`config.mk`:
```
export PLATFORM = sky130hd
export DESIGN_NAME = htfs_regs
export DESIGN_NICKNAME = d
export VERILOG_FILES = /design/src/htfs_pkg.sv /design/src/htfs_snippet_mem.sv /design/src/htfs_irq.sv /design/src/htfs_regs.sv
export SDC_FILE = /design/constraint.sdc
export NUM_CORES = 1
export LEC_CHECK = 0
export BUFFER_PORTS_ARGS = -buffer_cell sky130_fd_sc_hd__buf_2
export CORE_UTILIZATION = 25
export DETAILED_ROUTE_END_ITERATION = 10
export PLACE_DENSITY = 0.43
export SLEW_MARGIN = 20
export SYNTH_ARGS = -nofsm -noshare
export SYNTH_HDL_FRONTEND = slang
export SYNTH_SLANG_ARGS = --single-unit
```
`constraint.sdc`:
```
create_clock -name clk_i -period 7.2 [get_ports clk_i]
set_clock_uncertainty 0.15 [all_clocks]
set_input_delay 0.72 -clock clk_i [delete_from_list [all_inputs] [get_ports clk_i]]
set_output_delay 0.72 -clock clk_i [all_outputs]
set_load 0.01 [all_outputs]
```
`src/htfs_pkg.sv`:
```
// Purpose: Shared constants and carrier types for the haptic trim/fault/snippet register slice
// Assumes: Byte-wide registers, one per 32-bit Wishbone word, byte address = index * 4
// Notes:   Printed offsets are register indices; not all are multiples of four
package htfs_pkg;

	// Register indices as printed
	localparam logic [7:0] HTFS_IDX_SLEW      = 8'h62;
	localparam logic [7:0] HTFS_IDX_MISC      = 8'h6e;
	localparam logic [7:0] HTFS_IDX_EVENT     = 8'h81;
	localparam logic [7:0] HTFS_IDX_STATE     = 8'h82;
	localparam logic [7:0] HTFS_IDX_MASK      = 8'h83;
	localparam logic [7:0] HTFS_IDX_SNP_FIRST = 8'h84;
	localparam logic [7:0] HTFS_IDX_SNP_LAST  = 8'he7;
	localparam int         HTFS_SNP_DEPTH     = 100;
	localparam int         HTFS_ADR_W         = 10;

	// Field positions
	localparam int HTFS_POS_HS_SLEW   = 0;
	localparam int HTFS_POS_LS_SLEW   = 2;
	localparam int HTFS_POS_OFFSET_EN = 0;
	localparam int HTFS_POS_FRQ_HOLD  = 1;
	localparam int HTFS_POS_DLY_BYP   = 2;
	localparam int HTFS_POS_SAT_EVENT = 2;
	localparam int HTFS_POS_SAT_STATE = 7;
	localparam int HTFS_POS_SAT_MASK  = 7;

	// Reset values
	localparam logic [1:0] HTFS_RST_SLEW      = 2'h3;
	localparam logic       HTFS_RST_DLY_BYP   = 1'h0;
	localparam logic       HTFS_RST_FRQ_HOLD  = 1'h0;
	localparam logic       HTFS_RST_OFFSET_EN = 1'h1;
	localparam logic       HTFS_RST_SAT_MASK  = 1'h0;
	localparam logic [7:0] HTFS_RST_SNP       = 8'h00;

	// Configuration handed to the analog and tracking logic
	typedef struct packed {
		logic [1:0] low_side_slew_select;
		logic [1:0] high_side_slew_select;
		logic       delay_bypass;
		logic       freq_hold_on_reversal;
		logic       conversion_offset_enable;
	} htfs_cfg_t;

	// Wishbone request from the master
	typedef struct packed {
		logic                  cyc;
		logic                  stb;
		logic                  we;
		logic [3:0]            sel;
		logic [HTFS_ADR_W-1:0] adr;
		logic [31:0]           dat;
	} htfs_wb_req_t;

endpackage

```
`src/htfs_snippet_mem.sv`:
```
// Purpose: 100-byte waveform snippet store in flip-flops
// Assumes: One write port, one read port addressed by index
// Notes:   Read data is combinational; the bus slave registers it
`timescale 1ns/1ps
module htfs_snippet_mem (
	input  wire logic       clk_i,
	input  wire logic       rst_i,
	input  wire logic       we_i,
	input  wire logic [6:0] idx_i,
	input  wire logic [7:0] wdat_i,
	input  wire logic [6:0] ridx_i,
	output logic      [7:0] rdat_o
);
	import htfs_pkg::*;

	logic [7:0] mem_q [HTFS_SNP_DEPTH];

	// Each byte resets to zero and takes writes at its own index
	for (genvar g = 0; g < HTFS_SNP_DEPTH; g++) begin : g_byte
		always_ff @(posedge clk_i) begin
			if (rst_i) begin
				mem_q[g] <= HTFS_RST_SNP;
			end else if (we_i && idx_i == 7'(g)) begin
				mem_q[g] <= wdat_i;
			end
		end
	end

	// Out-of-range index reads zero; the decoder asks for one only on non-snippet words, where the data is unused
	assign rdat_o = (ridx_i < 7'(HTFS_SNP_DEPTH)) ? mem_q[ridx_i] : 8'h00;
endmodule

```
`src/htfs_irq.sv`:
```
// Purpose: Sticky converter saturation event with mask and level interrupt
// Assumes: clr_i is a write-one-to-clear pulse from the bus
// Notes:   A new event in the clearing cycle keeps the flag set
`timescale 1ns/1ps
module htfs_irq (
	input  wire logic clk_i,
	input  wire logic rst_i,
	input  wire logic event_i,
	input  wire logic clr_i,
	input  wire logic mask_i,
	output logic      flag_o,
	output logic      irq_o
);
	logic flag_q;
	logic flag_d;

	// Set wins over clear so no event is lost
	always_comb begin
		flag_d = flag_q;
		if (clr_i) begin
			flag_d = 1'b0;
		end
		if (event_i) begin
			flag_d = 1'b1;
		end
	end

	always_ff @(posedge clk_i) begin
		if (rst_i) begin
			flag_q <= 1'b0;
		end else begin
			flag_q <= flag_d;
		end
	end

	assign flag_o = flag_q;
	assign irq_o  = flag_q & ~mask_i;
endmodule

```
`src/htfs_regs.sv`:
```
// Purpose: Register slice of a haptic driver: bridge slew trim, misc config, saturation fault, snippet memory
// Assumes: Classic Wishbone slave, 32-bit data, byte registers in lane 0, byte address = index * 4
// Notes:   Ack, or err on unmapped words, comes one cycle after the request is seen and drops the next cycle
// Operation
// - Low-side slew field, four steps, resets three
// - High-side slew field, four steps, resets three
// - Delay comparator bypass bit, resets zero
// - Hold frequency updates on polarity reversal
// - Conversion offset enable, resets one
// - Sticky saturation event set by converter
// - Writing one to event bit clears it
// - Read-only saturation state bit, resets zero
// - Saturation interrupt mask bit, resets zero
// - Hundred snippet bytes at consecutive indices
// - Snippet bytes eight-bit read-write, reset zero
//
// Our own choice: the Wishbone interface to the registers.
`timescale 1ns/1ps
module htfs_regs (
	input  wire logic                          clk_i,
	input  wire logic                          rst_i,
	input  wire logic                          wb_cyc_i,
	input  wire logic                          wb_stb_i,
	input  wire logic                          wb_we_i,
	input  wire logic [3:0]                    wb_sel_i,
	input  wire logic [htfs_pkg::HTFS_ADR_W-1:0] wb_adr_i,
	input  wire logic [31:0]                   wb_dat_i,
	output logic      [31:0]                   wb_dat_o,
	output logic                               wb_ack_o,
	output logic                               wb_err_o,
	input  wire logic                          adc_saturated_i,
	input  wire logic                          polarity_reversed_i,
	input  wire logic                          freq_update_req_i,
	output logic                               freq_update_en_o,
	output htfs_pkg::htfs_cfg_t                cfg_o,
	output logic                               irq_o
);
	import htfs_pkg::*;

	// Bus phases, gray along idle -> answer
	typedef enum logic [1:0] {
		HTFS_IDLE = 2'b00,
		HTFS_ANS  = 2'b01
	} htfs_state_t;

	typedef struct packed {
		htfs_state_t st;
		logic        ack;
		logic        err;
		logic [31:0] rdat;
		htfs_cfg_t   cfg;
		logic        mask;
		logic        upd_en;
	} htfs_regs_t;

	htfs_regs_t   s_q;
	htfs_regs_t   s_d;
	htfs_wb_req_t req;
	logic [7:0]   idx;
	logic         hit_snp;
	logic         hit_reg;
	logic         take;
	logic         wr;
	logic [6:0]   snp_idx;
	logic [7:0]   snp_rdat;
	logic         sat_flag;
	logic         sat_clr;
	logic         irq_int;
	logic [7:0]   rd_byte;

	// Carry bus inputs as one request
	assign req = '{cyc: wb_cyc_i, stb: wb_stb_i, we: wb_we_i, sel: wb_sel_i, adr: wb_adr_i, dat: wb_dat_i};

	// Decode: word index from the byte address, low two bits ignored
	assign idx     = req.adr[9:2];
	assign hit_snp = (idx >= HTFS_IDX_SNP_FIRST) && (idx <= HTFS_IDX_SNP_LAST);
	assign snp_idx = 7'(idx - HTFS_IDX_SNP_FIRST);
	assign hit_reg = hit_snp || idx == HTFS_IDX_SLEW || idx == HTFS_IDX_MISC ||
		idx == HTFS_IDX_EVENT || idx == HTFS_IDX_STATE || idx == HTFS_IDX_MASK;
	// A request is taken once, in idle; the answer cycle blocks a second take
	assign take    = req.cyc && req.stb && s_q.st == HTFS_IDLE;
	// Only lane 0 carries a register; writes without it store nothing
	assign wr      = take && req.we && req.sel[0] && hit_reg;
	assign sat_clr = wr && idx == HTFS_IDX_EVENT && req.dat[HTFS_POS_SAT_EVENT];

	htfs_snippet_mem u_snp (
		.clk_i  (clk_i),
		.rst_i  (rst_i),
		.we_i   (wr && hit_snp),
		.idx_i  (snp_idx),
		.wdat_i (req.dat[7:0]),
		.ridx_i (snp_idx),
		.rdat_o (snp_rdat)
	);

	htfs_irq u_irq (
		.clk_i   (clk_i),
		.rst_i   (rst_i),
		.event_i (adc_saturated_i),
		.clr_i   (sat_clr),
		.mask_i  (s_q.mask),
		.flag_o  (sat_flag),
		.irq_o   (irq_int)
	);

	// Read multiplexer; reserved bits read as zero
	always_comb begin
		rd_byte = 8'h00;
		if (hit_snp) begin
			rd_byte = snp_rdat;
		end else begin
			case (idx)
				HTFS_IDX_SLEW: begin
					rd_byte[HTFS_POS_LS_SLEW +: 2] = s_q.cfg.low_side_slew_select;
					rd_byte[HTFS_POS_HS_SLEW +: 2] = s_q.cfg.high_side_slew_select;
				end
				HTFS_IDX_MISC: begin
					rd_byte[HTFS_POS_DLY_BYP]   = s_q.cfg.delay_bypass;
					rd_byte[HTFS_POS_FRQ_HOLD]  = s_q.cfg.freq_hold_on_reversal;
					rd_byte[HTFS_POS_OFFSET_EN] = s_q.cfg.conversion_offset_enable;
				end
				HTFS_IDX_EVENT: begin
					rd_byte[HTFS_POS_SAT_EVENT] = sat_flag;
				end
				HTFS_IDX_STATE: begin
					rd_byte[HTFS_POS_SAT_STATE] = sat_flag;
				end
				HTFS_IDX_MASK: begin
					rd_byte[HTFS_POS_SAT_MASK] = s_q.mask;
				end
				default: begin
					rd_byte = 8'h00;
				end
			endcase
		end
	end

	// Next state of the slice, apart from the snippet bytes and the saturation flag
	always_comb begin
		s_d     = s_q;
		s_d.ack = 1'b0;
		s_d.err = 1'b0;
		case (s_q.st)
			HTFS_IDLE: begin
				if (take) begin
					s_d.st   = HTFS_ANS;
					s_d.ack  = hit_reg;
					s_d.err  = !hit_reg; // Unmapped words answer with err, never hang the bus
					s_d.rdat = {24'h000000, rd_byte};
				end
			end
			HTFS_ANS: begin
				s_d.st = HTFS_IDLE;
			end
			default: begin
				s_d.st = HTFS_IDLE;
			end
		endcase
		if (wr && idx == HTFS_IDX_SLEW) begin
			s_d.cfg.low_side_slew_select  = req.dat[HTFS_POS_LS_SLEW +: 2];
			s_d.cfg.high_side_slew_select = req.dat[HTFS_POS_HS_SLEW +: 2];
		end
		if (wr && idx == HTFS_IDX_MISC) begin
			s_d.cfg.delay_bypass             = req.dat[HTFS_POS_DLY_BYP];
			s_d.cfg.freq_hold_on_reversal    = req.dat[HTFS_POS_FRQ_HOLD];
			s_d.cfg.conversion_offset_enable = req.dat[HTFS_POS_OFFSET_EN];
		end
		if (wr && idx == HTFS_IDX_MASK) begin
			s_d.mask = req.dat[HTFS_POS_SAT_MASK];
		end
		// Update gate registered so the tracker sees a clean level
		s_d.upd_en = freq_update_req_i && !(s_q.cfg.freq_hold_on_reversal && polarity_reversed_i);
	end

	always_ff @(posedge clk_i) begin
		if (rst_i) begin
			s_q                              <= '0;
			s_q.st                           <= HTFS_IDLE;
			s_q.cfg.low_side_slew_select     <= HTFS_RST_SLEW;
			s_q.cfg.high_side_slew_select    <= HTFS_RST_SLEW;
			s_q.cfg.delay_bypass             <= HTFS_RST_DLY_BYP;
			s_q.cfg.freq_hold_on_reversal    <= HTFS_RST_FRQ_HOLD;
			s_q.cfg.conversion_offset_enable <= HTFS_RST_OFFSET_EN;
			s_q.mask                         <= HTFS_RST_SAT_MASK;
		end else begin
			s_q <= s_d;
		end
	end

	assign wb_ack_o         = s_q.ack;
	assign wb_err_o         = s_q.err;
	assign wb_dat_o         = s_q.rdat;
	assign cfg_o            = s_q.cfg;
	assign freq_update_en_o = s_q.upd_en;
	assign irq_o            = irq_int;
endmodule

```
Word level (Yosys, flattened, before mapping)
Memories as Yosys holds them, arrays and structs flattened.
Cells that the tools add are included.
{"block": "word_totals", "register_bits": 21, "ram_bits": 800, "in_bits": 54, "memories": 1}
{"name": "u_snp.mem_q", "depth": 100, "width": 8, "read_ports": 1, "rd_clocked_by_memory_dff": 0, "write_ports": 100, "line": "htfs_snippet_mem.sv:16", "source": "logic [7:0] mem_q [HTFS_SNP_DEPTH];"}
{"block": "op_classes", "n_addsub": 1, "order_cmp": 3, "n_eq_ne": 104, "n_mux": 410, "n_bitwise": 104, "n_reduce_logical": 127}
{"op": "two-way mux 8 bit", "n": 102}
{"op": "two-way mux 1 bit", "n": 305}
{"op": "== test 7 bit (second input constant)", "n": 36}
{"op": "== test 7 x 6 -> 1 bit (second input constant)", "n": 32}
{"op": "logical AND 1 bit", "n": 114}
{"op": "== test 7 x 5 -> 1 bit (second input constant)", "n": 16}
{"op": "bitwise OR 1 bit", "n": 100}
{"op": "== test 7 x 4 -> 1 bit (second input constant)", "n": 8}
{"op": "== test 7 x 3 -> 1 bit (second input constant)", "n": 4}
{"op": "== test 8 bit (second input constant)", "n": 3}
{"op": "== test 8 x 7 -> 1 bit (second input constant)", "n": 2}
{"op": "== test 7 x 2 -> 1 bit (second input constant)", "n": 2}
{"op": "greater-or-equal comparator 8 bit (second input constant)", "n": 1}
{"op": "less-or-equal comparator 8 bit (second input constant)", "n": 1}
{"op": "== test 7 x 1 -> 1 bit (second input constant)", "n": 1}
{"op": "logical NOT 7 bit", "n": 1}
{"op": "< comparator 7 bit (second input constant)", "n": 1}
{"op": "subtractor 7 x 3 -> 7 bit (second input constant)", "n": 1}
{"op": "logical OR 1 bit", "n": 5}
{"op": "case mux 2 bit (2 select lines)", "n": 1}
{"op": "NOT 1 bit", "n": 3}
{"op": "case mux 1 bit (3 select lines)", "n": 1}
{"op": "OR reduction 3 bit", "n": 1}
{"op": "logical NOT 1 bit", "n": 2}
{"op": "6 further kinds", "n": 6}

Logic depth before layout (Yosys ltp)
Gate-level depths: netlist of run 1.
{"block": "logic_depth", "ltp_word": 14, "ltp_mapped": 14, "ltp_nobuf": 8}

Modules after synthesis
A second synthesis of run 1 with hierarchy kept.
{"block": "unflattened", "hier_cells": 2778, "area_unflattened_um2": 39116.3}
{"module": "htfs_snippet_mem", "n_inst": 1, "cells_each": 2605, "area_each_um2": 37697.4, "seq_area_each_um2": 24023.0}
{"module": "htfs_regs", "n_inst": 1, "cells_each": 168, "area_each_um2": 1373.8, "seq_area_each_um2": 400.4}
{"module": "htfs_irq", "n_inst": 1, "cells_each": 5, "area_each_um2": 45.0, "seq_area_each_um2": 20.0}

Least setup slack after synthesis of run 1
OpenSTA, ideal clock, no wires.
{"block": "synth_path", "kind": "input -> register", "start": "input port wb_adr_i[4] in the netlist's numbering", "end": "memory u_snp.mem_q[52][0], enable pin", "setup_ps": 326, "arrival_ps": 3387, "path_slack_ps": 3337, "path_stages": 12, "cell_sequence": "buf_2 -> buf_2 -> inv_1 -> buf_2 -> ha_1 -> buf_2 -> nand2b_1 -> o31a_1 -> o2111ai_1 -> nor3_2 -> clkbuf_1 -> a21o_1"}
{"element": "from (decl)", "line": "htfs_regs.sv:26", "source": "input wire logic [htfs_pkg::HTFS_ADR_W-1:0] wb_adr_i,"}
{"element": "to (decl)", "line": "htfs_snippet_mem.sv:16"}

Worst setup path in the final report of run 1
{"block": "layout_path", "start": "input port wb_adr_i[4] in the netlist's numbering", "end": "register s_q, in the netlist wb_dat_o[2]"}
{"block": "layout_between", "elab_chain_len": 4, "word_cells_on_any_way": 12}
{"element": "subtractor 7 x 3 -> 7 bit", "line": "htfs_regs.sv:77", "source": "assign snp_idx = 7'(idx - HTFS_IDX_SNP_FIRST);"}
{"element": "memory read (100 x 8 bit) / < comparator 7 bit (equally long branches)"}
{"element": "two-way mux 8 bit", "line": "htfs_snippet_mem.sv:30", "source": "assign rdat_o = (ridx_i < 7'(HTFS_SNP_DEPTH)) ? mem_q[ridx_i] : 8'h00;"}
{"element": "two-way mux 8 bit *", "line": "htfs_regs.sv:109", "source": "if (hit_snp) begin"}
{"element": "to (decl)", "line": "htfs_regs.sv:56", "source": "htfs_regs_t s_q;"}
Mark *: on every way between the ends. The rest lies on a longest branch, timed or not.
A chain may end at the register's enable or synchronous reset.

==> out/metrics.cfg, run 1 <==
[die]
num_rows = 144
die_width_um = 398
core_um2 = 155000
die_height_um = 398
ios = 97
start_util = 0.253
die_area_um2 = 158000

[sta]
fmax_mhz = 233
setup-violations-final = 0
fin_crit_ps = 4290
tns_ps = 0
timing.final.ws_setup_ps = 2910
rsz0062_at_grt = no
slew_violations = 0
slew-limit-headroom = 0.217
min_period_over_period = 0.596
finalHoldViolations = 0
worstMarginPinSlew_ps = 1170

[placement]
dp_cells = 4457
portBuffers = 43
post-place-ws_ps = 2220
dp_hpwl_mm = 73.8
gp_congestion = 0.771
place_area_um2 = 41100

[route]
drt_iter0_markers = 2042
drt_first_pass_iters = 5
wl_per_cell_um = 26.3
drc = 0
routed_wl_mm = 122
viasPerCell = 4.96
vias = 22965
final_antenna_net_count = 0

[global_routing]
grt_pass1_vias = 23383
grt_pass1_wl_mm = 175
grt_usage = 0.153
antenna_found_initial = 12
grt_max_degree = 129
use_met3 = 0.0256
overflow = 0
met2_usage = 0.252
use_met1 = 0.204
busiest_layer = met2

[layout]
instances_no_fill = 4632
final_area_um2 = 44100
drive_gt1_frac = 0.203
area_growth_pct = 12.6
nets = 2566

[pwr]
power_density_nw_per_um2 = 249
p_leak_nw = 17.5
total_power_mw = 11.0
ir_drop_mv = 0.175

[synthesis]
synth_top_flop_cell = edfxtp_1
avgSynthCellArea_um2 = 14.8
syn-instance-count = 2645
synth_fa_ha_area_frac = 0.00128
synthSimpleGateAreaFrac = 0.155
synth_sequential_area_ratio = 0.624
synth-async-reset-ratio = 0
yosysTopAreaCell = edfxtp_1
ys_seq_elements = 821
ys_top_cells_by_area = edfxtp_1 61%, mux4_2 13%, and3_1 10%
synthMuxAreaShare = 0.137
synthesis.area_um2 = 39200
synth_xor_area_frac = 0.00112
synth_compound_area_frac = 0.0376
synth_common_cells = 800 x edfxtp_1, 642 x and3_1, 243 x clkbuf_1
ys.warnings.count = 0
synth.top_cell.area_share = 0.613
synth_top_family_by_area = simple AND/OR/NAND/NOR gates
synth.most_common_cell = edfxtp_1
synth_edf_count = 800
ys_types = 64

[setup_path]
crit_fanout = 38
cp.required_ps = 7600
crit_arrival_ps = 4700
end_kind = register
crit_type = input port to register
cp-start-kind = input port

[clock_tree]
post_cts_buffers = 0
cts_buffer_depth = 3
cts_tree = yes
ctsHoldBuffers = 0
clk_latency_ps = 700
clkSlewWorstSetupHoldPaths_ps = 60
cts_buffers = 90
cts_resized = 0
clockRootBuffer = clkbuf_16
cts_sinks = 821
cts_max_level = 3

[hold_path]
hold_path.class = input port to register

[run]
drv_cap = 0

[outcome]
status = completed

==> kinds of logic after synthesis <==
kind of cell	Yosys count
simple gates	995
mux	248
flops	821
fa+ha+maj	4
compound gates	197
other cells	1
xor+xnor	5
buf+inv	374
==> layout make-up <==
type	instances	area [um^2]
antenna	5	12.5
clock buffer	116	2440
clock inverter	51	459
fill	15325	111000
inverter	10	37.5
multi-input combinational	1473	13300
sequential	821	24400
tap	2044	2560
timing repair buffer	112	885
==> worst paths after layout <==
kind | cells after the start | startpoint | slack (ps) | endpoint
worst min register to register | 2 | wb_dat_o[5] | 310 | wb_dat_o[5]
worst max-delay path | 9 | wb_adr_i[4] | 2910 | wb_dat_o[2]
worst min-delay path | 2 | polarity_reversed_i | 80 | freq_update_en_o
worst max register to register | 6 | s_q[43] | 3000 | u_snp.mem_q[2][7]
==> registers in the layout, summed over array words and instances, names as in the netlist <==
| register | count |
|---|---|
| cfg_o | 7 |
| freq_update_en_o | 1 |
| wb_err_o | 1 |
| wb_ack_o | 1 |
| s_q | 2 |
| wb_dat_o | 8 |
| u_snp.mem_q | 800 |
| u_irq.flag_o | 1 |
==> routing by layer <==
layer	part of all wire	wire [um]
met5	0.00039	48
met4	0.027	3310
met3	0.059	7170
met2	0.48	58800
met1	0.43	52700
==> worst max-delay path, cell delays in order <==
cell and delay [ps]:
buf_4 440, inv_1 190, ha_4 770, buf_4 600, mux4_2 460, mux4_2 500, mux2_2 320, a2111oi_1 500
nor4_1 90
==> power by group <==
part	internal [mW]	switching, mW
Combinational	0.297	0.598
Sequential	5.40	0.0490
Clock	2.65	1.98
==> layout by cell type (no fill, tap or decap), drive strengths merged, types with 4 or more instances in the layout <==
| cell type | instances |
|---|---|
| clkbuf | 116 |
| o31a | 4 |
| a211oi | 4 |
| nor2b | 16 |
| buf | 112 |
| a21oi | 15 |
| nand2b | 11 |
| nand3b | 7 |
| nand3 | 14 |
| mux4 | 230 |
| inv | 13 |
| or2 | 5 |
| or3 | 4 |
| edfxtp | 800 |
| a22oi | 8 |
| nor2 | 45 |
| o22ai | 9 |
| dfxtp | 21 |
| diode | 5 |
| a21o | 96 |
| o2111ai | 5 |
| nor4 | 10 |
| a31oi | 4 |
| ha | 4 |
| mux2 | 5 |
| and3 | 642 |
| nand2 | 39 |
| clkinv | 38 |
| and2 | 165 |
| mux2i | 13 |
| nor3 | 32 |
| conb | 24 |
| bufinv | 7 |
| a2111oi | 6 |
| o21ai | 11 |
| o21bai | 5 |
==> stage by stage <==
stage,hold slack [ps],util
floorplan,276,-
global placement,324,0.266
detailed placement,300,0.266
CTS,20.1,0.285
global route,65.7,0.285
finish,75.8,0.285
Power figures use the tool's default switching activity.
==> run 2: changes to the inputs <==
--- a/config.mk
+++ b/config.mk
@@ -8,7 +8,7 @@
 export BUFFER_PORTS_ARGS = -buffer_cell sky130_fd_sc_hd__buf_2
 export CORE_UTILIZATION = 25
 export DETAILED_ROUTE_END_ITERATION = 10
-export PLACE_DENSITY = 0.43
+export PLACE_DENSITY = 0.44
 export SLEW_MARGIN = 20
 export SYNTH_ARGS = -nofsm -noshare
 export SYNTH_HDL_FRONTEND = slang
==> constraint.sdc (replaced) <==
create_clock -name clk_i -period 3.8 [get_ports clk_i]
set_clock_uncertainty 0.15 [all_clocks]
set_input_delay 0.38 -clock clk_i [delete_from_list [all_inputs] [get_ports clk_i]]
set_output_delay 0.38 -clock clk_i [all_outputs]
set_load 0.01 [all_outputs]
==> run 2 against run 1 <==
Against the previous run: clock power is 86% higher; critical path depth is 3 lower; utilization is 0.47 points higher; non-clock buffer count is 71 higher; register-to-register slack worse by 2400 ps; first-iteration DRC count is 11% higher; via count is 1.8% higher; global-route usage is 0.24 points higher; power is 89% higher; combinational power is 97% higher; cell count is 1.4% higher; largest cell class unchanged.
==> out/metrics.cfg, run 2 (synthesized netlist as in run 1, its figures left out) <==
[pwr]
power_density_nw_per_um2 = 461  ; +85%
ir_drop_mv = 0.300  ; +71%
total_power_mw = 20.7  ; +89%
p_leak_nw = 17.9  ; +2.2%

[placement]
portBuffers = 43  ; unchanged
dp_hpwl_mm = 77.3  ; +4.6%
gp_congestion = 0.819  ; +6.2%
post-place-ws_ps = 236  ; -1980 ps

[setup_path]
worst-r2r-setup-slack_ps = 620  ; -2380 ps
crit_start = s_q[43]
path_cells = and3b_1 > and3_1 > o2111ai_2 > nor3_4 > buf_4 > a21o_1
cp.required_ps = 3970  ; -3630 ps
crit_arrival_ps = 3350  ; -1350 ps
max_stage_delay_ps = 520  ; -250 ps
crit_type = register to register
crit_fanout = 19  ; -50%
cpMaxStageDelayCell = and3_1
r2r_start = s_q[43]
cp-start-kind = register
end_kind = register

[layout]
regMostFlops = u_snp.mem_q
nets = 2637  ; +2.8%
final_cell_mix = 800 x edfxtp_1, 642 x and3_1, 230 x mux4_2
utilization = 0.290  ; +0.00474
drive_gt1_frac = 0.222  ; +0.0193
largest_register_ffs = 800  ; unchanged
final_common_cell = edfxtp_1
area_growth_pct = 14.5

[sta]
slew_violations = 0  ; unchanged
worstMarginPinSlew_ps = 1080  ; -95.2 ps
tns_ps = 0  ; unchanged
hold_ws_ps = 42.7  ; -33.1 ps
finalHoldViolations = 0  ; unchanged
fmax_mhz = 314
min_period_over_period = 0.837
rsz0062_at_grt = no
setup-violations-final = 0  ; unchanged
timing.final.ws_setup_ps = 619  ; -2290 ps
fin_crit_ps = 3180
slew-limit-headroom = 0.277  ; +0.0598

[route]
wl_per_cell_um = 26.4  ; +0.15%
drc = 0  ; unchanged
met2_length_mm = 60.7  ; +3.3%
final_antenna_net_count = 0  ; unchanged
viasPerCell = 4.98  ; +0.41%
vias = 23388  ; +1.8%
drt_first_pass_iters = 5  ; unchanged
wl_met1_mm = 53.1  ; +0.80%
wl_met3_mm = 7.17  ; about the same
topRoutingLayerUsed = met5
routed_wl_mm = 124  ; +1.6%
drt_iter0_markers = 2268  ; +11%

[global_routing]
antenna_found_initial = 12  ; unchanged
grt_pass1_vias = 23883  ; +2.1%
overflow = 0  ; unchanged
grt_usage = 0.155  ; +0.00241
grt_max_degree = 129  ; unchanged
grt_pass1_wl_mm = 178  ; +2.0%

[clock_tree]
clkSlewWorstSetupHoldPaths_ps = 60  ; about the same
cts_tree = yes
clockRootBuffer = clkbuf_16
post_cts_buffers = 0  ; unchanged
clk_latency_ps = 680  ; -20 ps
cts_sinks = 821  ; unchanged
cts_buffer_depth = 3  ; unchanged
cts_buffers = 90  ; unchanged
cts_max_level = 3  ; unchanged

[die]
core_um2 = 155000  ; unchanged
die_height_um = 398  ; unchanged
num_rows = 144  ; unchanged
start_util = 0.253  ; unchanged
die_area_um2 = 158000  ; unchanged
ios = 97  ; unchanged
die_width_um = 398  ; unchanged

[hold_path]
hp-start = rst_i
hold_path.class = input port to register

[outcome]
status = completed

[run]
drv_cap = 0  ; unchanged

## run 2: cell types whose count changed in the layout (fill, tap and decap cells not counted), sizes merged
cell	before	now
buf	112	179
bufinv	7	6
clkbuf	116	115
clkinv	38	39
clkinvlp	3	1
diode	5	3
dlygate4sd3	0	4
## run 2: final cells by class
class | instances | area [um^2]
Inverter | 10 | 37.5
Sequential cell | 821 | 24400
Clock buffer | 115 | 2430
Multi-Input combinational cell | 1473 | 13300
Timing Repair Buffer | 183 | 1710
Clock inverter | 49 | 389
Antenna cell | 3 | 7.51
Tap cell | 2044 | 2560
Fill cell | 15377 | 110000
## run 2: worst max-delay path, delay by kind of cell, from the launching register on
kind            cells  cell delay (ps)
compound gates      2              920
flops               1              300
buf+inv             1              330
simple gates        3             1080
## run 2: per-stage QoR
step / instances / area, um^2
floorplan: 2668 / 39300
global route: 4695 / 44900
detailed placement: 4527 / 42000
CTS: 4695 / 44800
global placement: 4527 / 42000
finish: 4698 / 44900
## run 2: repair_timing
action                    4_1_cts  5_1_grt
resized for setup               0        0
hold endpoints to repair        3        0
hold buffers                    4        0
## run 2: routing by layer
metal	up-vias	track usage
met5	-	0
met4	6	0.0439
met3	145	0.0236
met2	788	0.259
li1	10113	-
met1	12336	0.208
## run 2: final timing paths
kind                             to  depth (start not counted)
hold / removal         u_irq.flag_o                          2
setup / recovery  u_snp.mem_q[8][1]                          6
setup reg to reg  u_snp.mem_q[8][1]                          6
hold reg to reg            cfg_o[2]                          2
## run 2: where the power goes
part / internal, mW / total, mW / leakage, nW / switching, mW
clock network: 4.91 / 8.60 / 1.39 / 3.69
logic: 0.620 / 1.76 / 8.25 / 1.14
registers: 10.2 / 10.3 / 8.26 / 0.0967
total: 15.8 / 20.7 / 17.9 / 4.93
